### config.mk
export PLATFORM = sky130hd
export DESIGN_NAME = two_wire_slave_interface
export DESIGN_NICKNAME = d
export VERILOG_FILES = /design/src/sync_edge.v /design/src/shift_byte.v /design/src/two_wire_slave_interface.v
export VERILOG_INCLUDE_DIRS = /design/src /design/src/inc
export SDC_FILE = /design/constraint.sdc
export NUM_CORES = 1
export LEC_CHECK = 0
export BUFFER_PORTS_ARGS = -buffer_cell sky130_fd_sc_hd__buf_2
export CORE_ASPECT_RATIO = 1.4
export CORE_MARGIN = 5
export CORE_UTILIZATION = 39
export CTS_CLUSTER_SIZE = 12
export DETAILED_ROUTE_END_ITERATION = 8
export GPL_ROUTABILITY_DRIVEN = 0
export MAX_ROUTING_LAYER = met4
export PLACE_DENSITY = 0.66
export SLEW_MARGIN = 20
export SYNTH_ARGS = -nofsm -noshare
export SYNTH_HDL_FRONTEND = slang
export SYNTH_SLANG_ARGS = --single-unit
### constraint.sdc
create_clock -name ref_clk_i -period 1.8 [get_ports ref_clk_i]
set_clock_uncertainty 0.1 [all_clocks]
set_input_delay 0.18 -clock ref_clk_i [delete_from_list [all_inputs] [get_ports ref_clk_i]]
set_output_delay 0.18 -clock ref_clk_i [all_outputs]
set_load 0.02 [all_outputs]
### src/inc/twi_regs.vh
`ifndef TWI_REGS_VH
`define TWI_REGS_VH
// ----------------------------------------
// Register byte offsets
// ----------------------------------------
`define REG_DATA_OFS 8'h00
`define REG_SLAVE_ADDR_OFS 8'h04
`define REG_STATUS_CTRL_OFS 8'h08
`define REG_MAIN_CTRL_OFS 8'h0C
// ----------------------------------------
// Status/control fields
// ----------------------------------------
`define SC_BYTE_DONE 7
`define SC_ADDR_MATCH 6
`define SC_BUS_BUSY 5
`define SC_TX_MODE 4
`define SC_ACK_TO_SEND 3
`define SC_READ_REQ 2
`define SC_ACK_RECEIVED 0
// ----------------------------------------
// Main control fields
// ----------------------------------------
`define MC_MODE_HI 7
`define MC_MODE_LO 5
`define MC_IF_ENABLE 1
`define MC_IRQ_ENABLE 0
`define MODE_TWO_WIRE 3'h6
// ----------------------------------------
// Reset values and bits per byte
// ----------------------------------------
`define RST_DATA 8'h00
`define RST_SLAVE_ADDR 8'h00
`define RST_MAIN_CTRL 8'h00
`define BITS_PER_BYTE 4'h8
`endif

### src/sync_edge.v
`timescale 1ns/100ps
module sync_edge (
  input wire ref_clk_i,
  input wire srst_i,
  input wire async_i,
  output wire level_o,
  output wire rise_o,
  output wire fall_o
);
  // ----------------------------------------
  // Two-stage synchroniser, then edge finder
  // ----------------------------------------
  reg meta_q;
  reg sync_q;
  reg prev_q;
  always @(posedge ref_clk_i) begin
    if (srst_i) begin
      meta_q <= 1'b1;
      sync_q <= 1'b1;
      prev_q <= 1'b1;
    end else begin
      meta_q <= async_i;
      sync_q <= meta_q;
      prev_q <= sync_q;
    end
  end
  assign level_o = sync_q;
  assign rise_o = sync_q & ~prev_q;
  assign fall_o = ~sync_q & prev_q;
endmodule // sync_edge

### src/shift_byte.v
`timescale 1ns/100ps
module shift_byte #(
  parameter W = 8
) (
  input wire ref_clk_i,
  input wire srst_i,
  input wire load_i,
  input wire [W-1:0] load_data_i,
  input wire shift_i,
  input wire bit_i,
  output wire msb_o,
  output wire [W-1:0] data_o
);
  // ----------------------------------------
  // MSB-first shifter, load wins over shift
  // ----------------------------------------
  reg [W-1:0] sh_q;
  always @(posedge ref_clk_i) begin
    if (srst_i) begin
      sh_q <= {W{1'b0}};
    end else if (load_i) begin
      sh_q <= load_data_i;
    end else if (shift_i) begin
      sh_q <= {sh_q[W-2:0], bit_i};
    end
  end
  assign msb_o = sh_q[W-1];
  assign data_o = sh_q;
endmodule // shift_byte

### src/two_wire_slave_interface.v
// Implementation choices: the placing of the registers and register access over APB.
`timescale 1ns/100ps
`include "twi_regs.vh"
module two_wire_slave_interface (
  input wire ref_clk_i,
  input wire srst_i,
  input wire psel_i,
  input wire penable_i,
  input wire pwrite_i,
  input wire [7:0] paddr_i,
  input wire [31:0] pwdata_i,
  output wire [31:0] prdata_o,
  output wire pready_o,
  output wire pslverr_o,
  input wire scl_i,
  output wire scl_o,
  output wire scl_oe_o,
  input wire sda_i,
  output wire sda_o,
  output wire sda_oe_o,
  output wire bus_irq_o
);
  // ----------------------------------------
  // States
  // ----------------------------------------
  localparam ST_IDLE = 3'h0;
  localparam ST_ADDR = 3'h1;
  localparam ST_ACK_ADDR = 3'h2;
  localparam ST_STRETCH = 3'h3;
  localparam ST_RELEASE = 3'h4;
  localparam ST_DATA = 3'h5;
  localparam ST_ACK = 3'h6;
  localparam ST_WAIT_STOP = 3'h7;

  // ----------------------------------------
  // Line sampling
  // ----------------------------------------
  wire scl_lvl;
  wire scl_rise;
  wire scl_fall;
  wire sda_lvl;
  wire sda_rise;
  wire sda_fall;
  sync_edge u_scl_sync (
    .ref_clk_i(ref_clk_i),
    .srst_i(srst_i),
    .async_i(scl_i),
    .level_o(scl_lvl),
    .rise_o(scl_rise),
    .fall_o(scl_fall)
  );
  sync_edge u_sda_sync (
    .ref_clk_i(ref_clk_i),
    .srst_i(srst_i),
    .async_i(sda_i),
    .level_o(sda_lvl),
    .rise_o(sda_rise),
    .fall_o(sda_fall)
  );
  wire start_det = sda_fall & scl_lvl;
  wire stop_det = sda_rise & scl_lvl;

  // ----------------------------------------
  // Registers
  // ----------------------------------------
  reg [7:0] data_q;
  reg [7:0] slave_addr_q;
  reg [7:0] main_ctrl_q;
  reg tx_mode_q;
  reg ack_to_send_q;
  reg byte_done_q;
  reg addr_match_q;
  reg bus_busy_q;
  reg read_req_q;
  reg ack_received_q;
  reg [2:0] state_q;
  reg [3:0] cnt_q;
  reg scl_oe_q;
  reg sda_oe_q;
  reg irq_q;
  reg pready_q;
  reg pslverr_q;
  reg [31:0] prdata_q;
  reg scl_o_q;
  reg sda_o_q;

  // Mode field must match as well, so a half-configured block keeps the pins quiet
  wire active = main_ctrl_q[`MC_IF_ENABLE] &
    (main_ctrl_q[`MC_MODE_HI:`MC_MODE_LO] == `MODE_TWO_WIRE);

  // ----------------------------------------
  // APB slave, one wait state
  // ----------------------------------------
  wire apb_done = psel_i & penable_i & pready_q;
  wire wr_en = apb_done & pwrite_i;
  wire rd_en = apb_done & ~pwrite_i;
  wire hit = (paddr_i == `REG_DATA_OFS) | (paddr_i == `REG_SLAVE_ADDR_OFS) |
    (paddr_i == `REG_STATUS_CTRL_OFS) | (paddr_i == `REG_MAIN_CTRL_OFS);
  wire wr_data = wr_en & (paddr_i == `REG_DATA_OFS);
  wire rd_data = rd_en & (paddr_i == `REG_DATA_OFS);
  wire [7:0] status_ctrl = {byte_done_q, addr_match_q, bus_busy_q, tx_mode_q,
    ack_to_send_q, read_req_q, 1'b0, ack_received_q};
  reg [7:0] rd_mux;
  always @* begin
    case (paddr_i)
      `REG_DATA_OFS: rd_mux = data_q;
      `REG_SLAVE_ADDR_OFS: rd_mux = slave_addr_q;
      `REG_STATUS_CTRL_OFS: rd_mux = status_ctrl;
      `REG_MAIN_CTRL_OFS: rd_mux = main_ctrl_q;
      default: rd_mux = 8'h00;
    endcase
  end
  always @(posedge ref_clk_i) begin
    if (srst_i) begin
      pready_q <= 1'b0;
      pslverr_q <= 1'b0;
      prdata_q <= 32'h00000000;
    end else begin
      pready_q <= psel_i & penable_i & ~pready_q;
      pslverr_q <= psel_i & penable_i & ~pready_q & ~hit;
      if (psel_i & penable_i & ~pready_q) begin
        prdata_q <= {24'h000000, rd_mux};
      end
    end
  end

  // ----------------------------------------
  // Transmit byte
  // ----------------------------------------
  // A service write lands in the data register on this same edge, so the
  // shifter and the first bit take the bus word rather than the stale register
  wire [7:0] tx_byte = wr_data ? pwdata_i[7:0] : data_q;

  // ----------------------------------------
  // Shifter
  // ----------------------------------------
  wire sh_load;
  wire sh_shift;
  wire sh_msb;
  wire [7:0] sh_data;
  shift_byte #(.W(8)) u_shift (
    .ref_clk_i(ref_clk_i),
    .srst_i(srst_i),
    .load_i(sh_load),
    .load_data_i(tx_byte),
    .shift_i(sh_shift),
    .bit_i(sda_lvl),
    .msb_o(sh_msb),
    .data_o(sh_data)
  );
  // Software service of the stretched clock: write in tx, dummy read in rx
  wire svc = (state_q == ST_STRETCH) & (tx_mode_q ? wr_data : rd_data);
  assign sh_load = svc & tx_mode_q;
  // Receive shifts on rise; transmit shifts on fall to expose the next bit
  assign sh_shift = ((state_q == ST_ADDR) & scl_rise) |
    ((state_q == ST_DATA) & ~tx_mode_q & scl_rise) |
    ((state_q == ST_DATA) & tx_mode_q & scl_fall & (cnt_q != `BITS_PER_BYTE));
  wire [7:0] addr_byte = {sh_data[6:0], sda_lvl};
  wire addr_eq = (addr_byte[7:1] == slave_addr_q[7:1]);

  // ----------------------------------------
  // Protocol engine
  // ----------------------------------------
  always @(posedge ref_clk_i) begin
    if (srst_i) begin
      state_q <= ST_IDLE;
      cnt_q <= 4'h0;
      scl_oe_q <= 1'b0;
      sda_oe_q <= 1'b0;
      bus_busy_q <= 1'b0;
      addr_match_q <= 1'b0;
      byte_done_q <= 1'b0;
      read_req_q <= 1'b0;
      ack_received_q <= 1'b0;
      irq_q <= 1'b0;
      data_q <= `RST_DATA;
      slave_addr_q <= `RST_SLAVE_ADDR;
      main_ctrl_q <= `RST_MAIN_CTRL;
      tx_mode_q <= 1'b0;
      ack_to_send_q <= 1'b0;
      scl_o_q <= 1'b0;
      sda_o_q <= 1'b0;
    end else begin
      irq_q <= 1'b0;
      if (wr_en & (paddr_i == `REG_SLAVE_ADDR_OFS)) begin
        slave_addr_q <= pwdata_i[7:0];
      end
      if (wr_en & (paddr_i == `REG_MAIN_CTRL_OFS)) begin
        main_ctrl_q <= pwdata_i[7:0];
      end
      if (wr_en & (paddr_i == `REG_STATUS_CTRL_OFS)) begin
        tx_mode_q <= pwdata_i[`SC_TX_MODE];
        ack_to_send_q <= pwdata_i[`SC_ACK_TO_SEND];
      end
      if (wr_data) begin
        data_q <= pwdata_i[7:0];
      end
      if (!active) begin
        state_q <= ST_IDLE;
        scl_oe_q <= 1'b0;
        sda_oe_q <= 1'b0;
        bus_busy_q <= 1'b0;
      end else if (stop_det) begin
        state_q <= ST_IDLE;
        scl_oe_q <= 1'b0;
        sda_oe_q <= 1'b0;
        bus_busy_q <= 1'b0;
      end else if (start_det) begin
        state_q <= ST_ADDR;
        cnt_q <= 4'h0;
        scl_oe_q <= 1'b0;
        sda_oe_q <= 1'b0;
        bus_busy_q <= 1'b1;
      end else begin
        case (state_q)
          ST_IDLE: begin
            cnt_q <= 4'h0;
          end
          ST_ADDR: begin
            if (scl_rise) begin
              cnt_q <= cnt_q + 4'h1;
              if (cnt_q == `BITS_PER_BYTE - 4'h1) begin
                addr_match_q <= addr_eq;
                read_req_q <= sda_lvl;
                irq_q <= addr_eq & main_ctrl_q[`MC_IRQ_ENABLE];
              end
            end else if (scl_fall & (cnt_q == `BITS_PER_BYTE)) begin
              if (addr_match_q) begin
                sda_oe_q <= 1'b1;
                state_q <= ST_ACK_ADDR;
              end else begin
                state_q <= ST_WAIT_STOP;
              end
            end
          end
          ST_ACK_ADDR: begin
            if (scl_fall) begin
              sda_oe_q <= 1'b0;
              scl_oe_q <= 1'b1;
              state_q <= ST_STRETCH;
            end
          end
          ST_STRETCH: begin
            if (svc) begin
              // Drive the first bit a cycle before letting the clock go
              sda_oe_q <= tx_mode_q & ~tx_byte[7];
              byte_done_q <= 1'b0;
              addr_match_q <= 1'b0;
              cnt_q <= 4'h0;
              state_q <= ST_RELEASE;
            end
          end
          ST_RELEASE: begin
            scl_oe_q <= 1'b0;
            state_q <= ST_DATA;
          end
          ST_DATA: begin
            if (scl_rise) begin
              cnt_q <= cnt_q + 4'h1;
              if (cnt_q == `BITS_PER_BYTE - 4'h1) begin
                byte_done_q <= 1'b1;
                irq_q <= main_ctrl_q[`MC_IRQ_ENABLE];
                if (!tx_mode_q) begin
                  data_q <= {sh_data[6:0], sda_lvl};
                end
              end
            end else if (scl_fall) begin
              if (cnt_q == `BITS_PER_BYTE) begin
                sda_oe_q <= ~tx_mode_q & ~ack_to_send_q;
                state_q <= ST_ACK;
              end else if (tx_mode_q) begin
                // Shifter moves this same edge, so take bit six as the next one
                sda_oe_q <= ~sh_data[6];
              end
            end
          end
          ST_ACK: begin
            if (scl_rise & tx_mode_q) begin
              ack_received_q <= sda_lvl;
            end else if (scl_fall) begin
              sda_oe_q <= 1'b0;
              if (tx_mode_q & ack_received_q) begin
                state_q <= ST_WAIT_STOP;
              end else begin
                scl_oe_q <= 1'b1;
                state_q <= ST_STRETCH;
              end
            end
          end
          ST_WAIT_STOP: begin
            sda_oe_q <= 1'b0;
            scl_oe_q <= 1'b0;
          end
          default: begin
            state_q <= ST_IDLE;
          end
        endcase
      end
    end
  end

  // ----------------------------------------
  // Outputs
  // ----------------------------------------
  assign prdata_o = prdata_q;
  assign pready_o = pready_q;
  assign pslverr_o = pslverr_q;
  assign scl_o = scl_o_q;
  assign scl_oe_o = scl_oe_q;
  assign sda_o = sda_o_q;
  assign sda_oe_o = sda_oe_q;
  assign bus_irq_o = irq_q;
  wire unused_msb = sh_msb;
endmodule // two_wire_slave_interface

==> run_results.csv <==
group,metric,value,unit
setup_path,worst-path-buf-inv,0,
global_routing,grt_pass1_vias,3094,
placement,dpl.hpwl,7.24,mm
yosys,synth_cell_types,68,
setup_path,critPathSlowestCell,"dfxtp_1",
sta,min_period,1.81,ns
placement,port_buffers,35,
clocking,numCtsBuffers,9,
sta,worst_slew_pin_slew,0.536,ns
sta,holdWs,0.0379,ns
clocking,clockBufferDepth,2,
sta,worst_slack,-0.0113,ns
yosys,syn_area_per_cell,9.00,sq um
floorplan,io-pin-count,86,
worst_hold_path,min_path_cells,3,
sta,drv_slew,0,
global_routing,grt-ovfl-total,0,
clocking,clk_pin_slew,0.06,ns
worst_hold_path,hold_path_end,"slave_addr_q[2]",
finish,insertedDiodeCount,0,
detailed_routing,drt_pass1_iterations,4,
status,violations,"setup timing",
floorplan,coreArea,9080,sq um
sta,timing.fmax,552,MHz
sta,rsz0062_at_grt,"true",
placement,placed_cells,558,
detailed_routing,routed-via-count,3145,
yosys,synth-async-reset-ratio,0,
setup_path,cp_top_family,"simple AND/OR/NAND/NOR gates",
worst_hold_path,hold_path.class,"input port to register",
clocking,cts_max_level,3,
global_routing,grt_max_degree,27,
flow_run,drv_cap,0,
finish,finish.utilization,0.489,
finish,fin_cells,578,
finish,mostFrequentLayoutCell,"dfxtp_1",
yosys,synth_edf_count,0,
clocking,clock-sinks,64,
yosys,synthCells,403,
yosys,synthesis.area,3630,sq um
sta,relSlewSlack,0.639,
finish,fillers,851,
clocking,tritoncts,"done",
finish,synthToLayoutAreaGrowth,22.5,%
finish,drive_gt1_frac,0.323,
floorplan,start_util,0.399,
sta,hold_viol_final,0,
detailed_routing,vias_per_cell,5.44,
setup_path,worstReg2RegEnd,"u_shift.data_o[6]",
global_routing,grt_pass1_wl,15.1,mm
setup_path,cp_slowest_stage_delay,0.40,ns
yosys,yosysSeqAreaShare,0.353,
floorplan,die-height,124,microns
yosys,ys.flop_type,"dfxtp_1",
clocking,clock_latency,0.33,ns
status,status,"finished with violations",
detailed_routing,drtIter0Drc,163,
setup_path,cp.required,1.97,ns
pwr,powerDensity,754,nW/um^2
floorplan,rows,41,
setup_path,r2r_cells,5,
global_routing,antenna_found_initial,0,
pwr,p_total,3.35,mW
setup_path,worstSetupEndpointType,"register",
setup_path,worstPathArrival,1.98,ns
detailed_routing,wirelength,9.83,mm
setup_path,r2r-start,"state_q[2]",
sta,min_period_over_period,1.01,
sta,setup_viol,5,
detailed_routing,drcViolationCount,0,
detailed_routing,routedWlPerCell,17.0,microns
yosys,synth-seq-cells,64,
setup_path,criticalPathCategory,"register to register",
setup_path,r2r_setup_slack,-0.01,ns
pwr,peakVddDrop,0.504,mV
finish,fin_nets,516,
finish,final_cell_mix,"dfxtp_1 (58), nand2_1 (40), buf_4 (38), buf_2 (35), nor2_1 (30)",
finish,regArea,1290,sq um
floorplan,die_w,91.5,microns
detailed_routing,drt.antenna.violating_nets,0,
global_routing,track_usage,0.176,
yosys,synth-warning-count,0,
pwr,leakagePower,1.93,nW
sta,tns,-0.0257,ns
clocking,cts-root-buf,"clkbuf_16",
setup_path,cp_max_fo,8,
floorplan,die-area,11400,sq um
setup_path,crit_chain,"and3b_1 > and2_4 > a41oi_4 > nor2b_4 > a221o_1",
finish,multi_input_area,2170,sq um
worst_hold_path,holdCritStartpoint,"pwdata_i[2]",
setup_path,startpoint_type,"register",
worst max-delay path by stage:
| stage | startpoint | to | slack (ns) | cells after the start |
|---|---|---|---|---|
| after global placement | cnt_q[0] | sda_oe_o | -0.09 | 8 |
| after global routing | cnt_q[0] | u_shift.data_o[5] | -0.09 | 7 |
| after CTS | cnt_q[0] | u_shift.data_o[3] | 0.001 | 7 |
| final | state_q[2] | u_shift.data_o[6] | -0.01 | 5 |
| after detailed placement | cnt_q[0] | sda_oe_o | -0.14 | 8 |
| after floorplan | cnt_q[0] | u_shift.data_o[3] | 0.02 | 8 |
per-stage QoR:
step,instance area (sq um),setup slack (ns)
4_1_cts,4360,0.00148
3_3_place_gp,4000,-0.0904
3_5_place_dp,4000,-0.140
6_report,4440,-0.0113
2_1_floorplan,3730,0.0187
5_1_grt,4440,-0.0861
cells in the mapped netlist (2+ instances only):
cell	count	area share
nand4b_1	2	0.0048
dfxtp_1	64	0.35
a211oi_2	8	0.028
a211oi_1	2	0.0041
a31oi_1	4	0.0069
nand4_1	8	0.014
nand2_1	41	0.042
a22oi_1	9	0.019
nand3b_1	3	0.0062
a31o_2	3	0.0072
nor4_4	2	0.012
nor2b_1	2	0.0035
and4_1	2	0.0048
nand3_1	4	0.0055
xnor2_1	5	0.012
and2_4	2	0.0048
a21oi_1	22	0.030
and2_1	4	0.0069
buf_1	2	0.0021
buf_6	3	0.0093
nor2_1	34	0.035
and3_1	8	0.014
nor4_1	2	0.0035
a221o_1	6	0.017
o2111ai_1	2	0.0048
nor3_1	10	0.014
nand2b_1	2	0.0035
o31ai_1	3	0.0062
o21ai_0	19	0.026
buf_2	10	0.014
inv_1	8	0.0083
o211a_1	2	0.0055
mux2i_1	25	0.069
and4b_1	2	0.0055
xor2_1	5	0.012
and3b_1	3	0.0072
clkbuf_1	6	0.0062
or2_2	6	0.010
ha_1	2	0.0069
buf_4	28	0.058
logic make-up (layout without fill, tap and decap cells):
family,count (synthesis),after routing,share of synthesized area
adders and majority gates,2,2,0.00690
DFF,64,64,0.353
other,1,26,0.00103
muxes,27,27,0.0783
AOI/OAI and AO/OA,94,94,0.205
xor gates and xnor gates,10,10,0.0242
buffers and inverters,57,100,0.0977
and+or+nand+nor,148,148,0.234
cell type report:
| class | instances | share of cell area |
|---|---|---|
| clock buffer | 10 | 0.0538 |
| timing repair buffer | 77 | 0.117 |
| tap | 107 | 0.0301 |
| inverter | 8 | 0.00676 |
| multi-input combinational | 307 | 0.489 |
| clock inverter | 5 | 0.0130 |
| sequential | 64 | 0.290 |
registers in the layout, summed over array words and instances (netlist names), 3 cells and up:
signal          flops
prdata_o            8
data_q              8
slave_addr_q        8
state_q             3
cnt_q               4
u_shift.data_o      7
main_ctrl_q         8
metal layers:
layer  GRT usage  wire length (microns)
met1       0.184                   3690
met3      0.0308                    418
met4      0.0934                    359
met5           -                      0
met2       0.317                   5360
what timing repair did:
action,CTS,global route
gates resized for setup,6,22
buffers inserted,2,1
hold buffers,2,0
endpoints found under the setup margin,20,22
hold endpoints to repair,2,0
pin swaps,4,11
worst register-to-register path, delay by kind of cell, from the launching register on:
kind / cells / cell delay [ns]
DFF: 1 / 0.40
AOI/OAI and AO/OA: 2 / 0.54
and+or+nand+nor: 3 / 0.71
report_power, final:
part / internal [mW] / switching, mW / total (mW)
Combinational: 0.0576 / 0.138 / 0.195
Sequential: 1.42 / 0.00498 / 1.43
Clock: 1.10 / 0.628 / 1.73
Total: 2.58 / 0.771 / 3.35
Note: power is estimated with default switching activity, not from simulation.
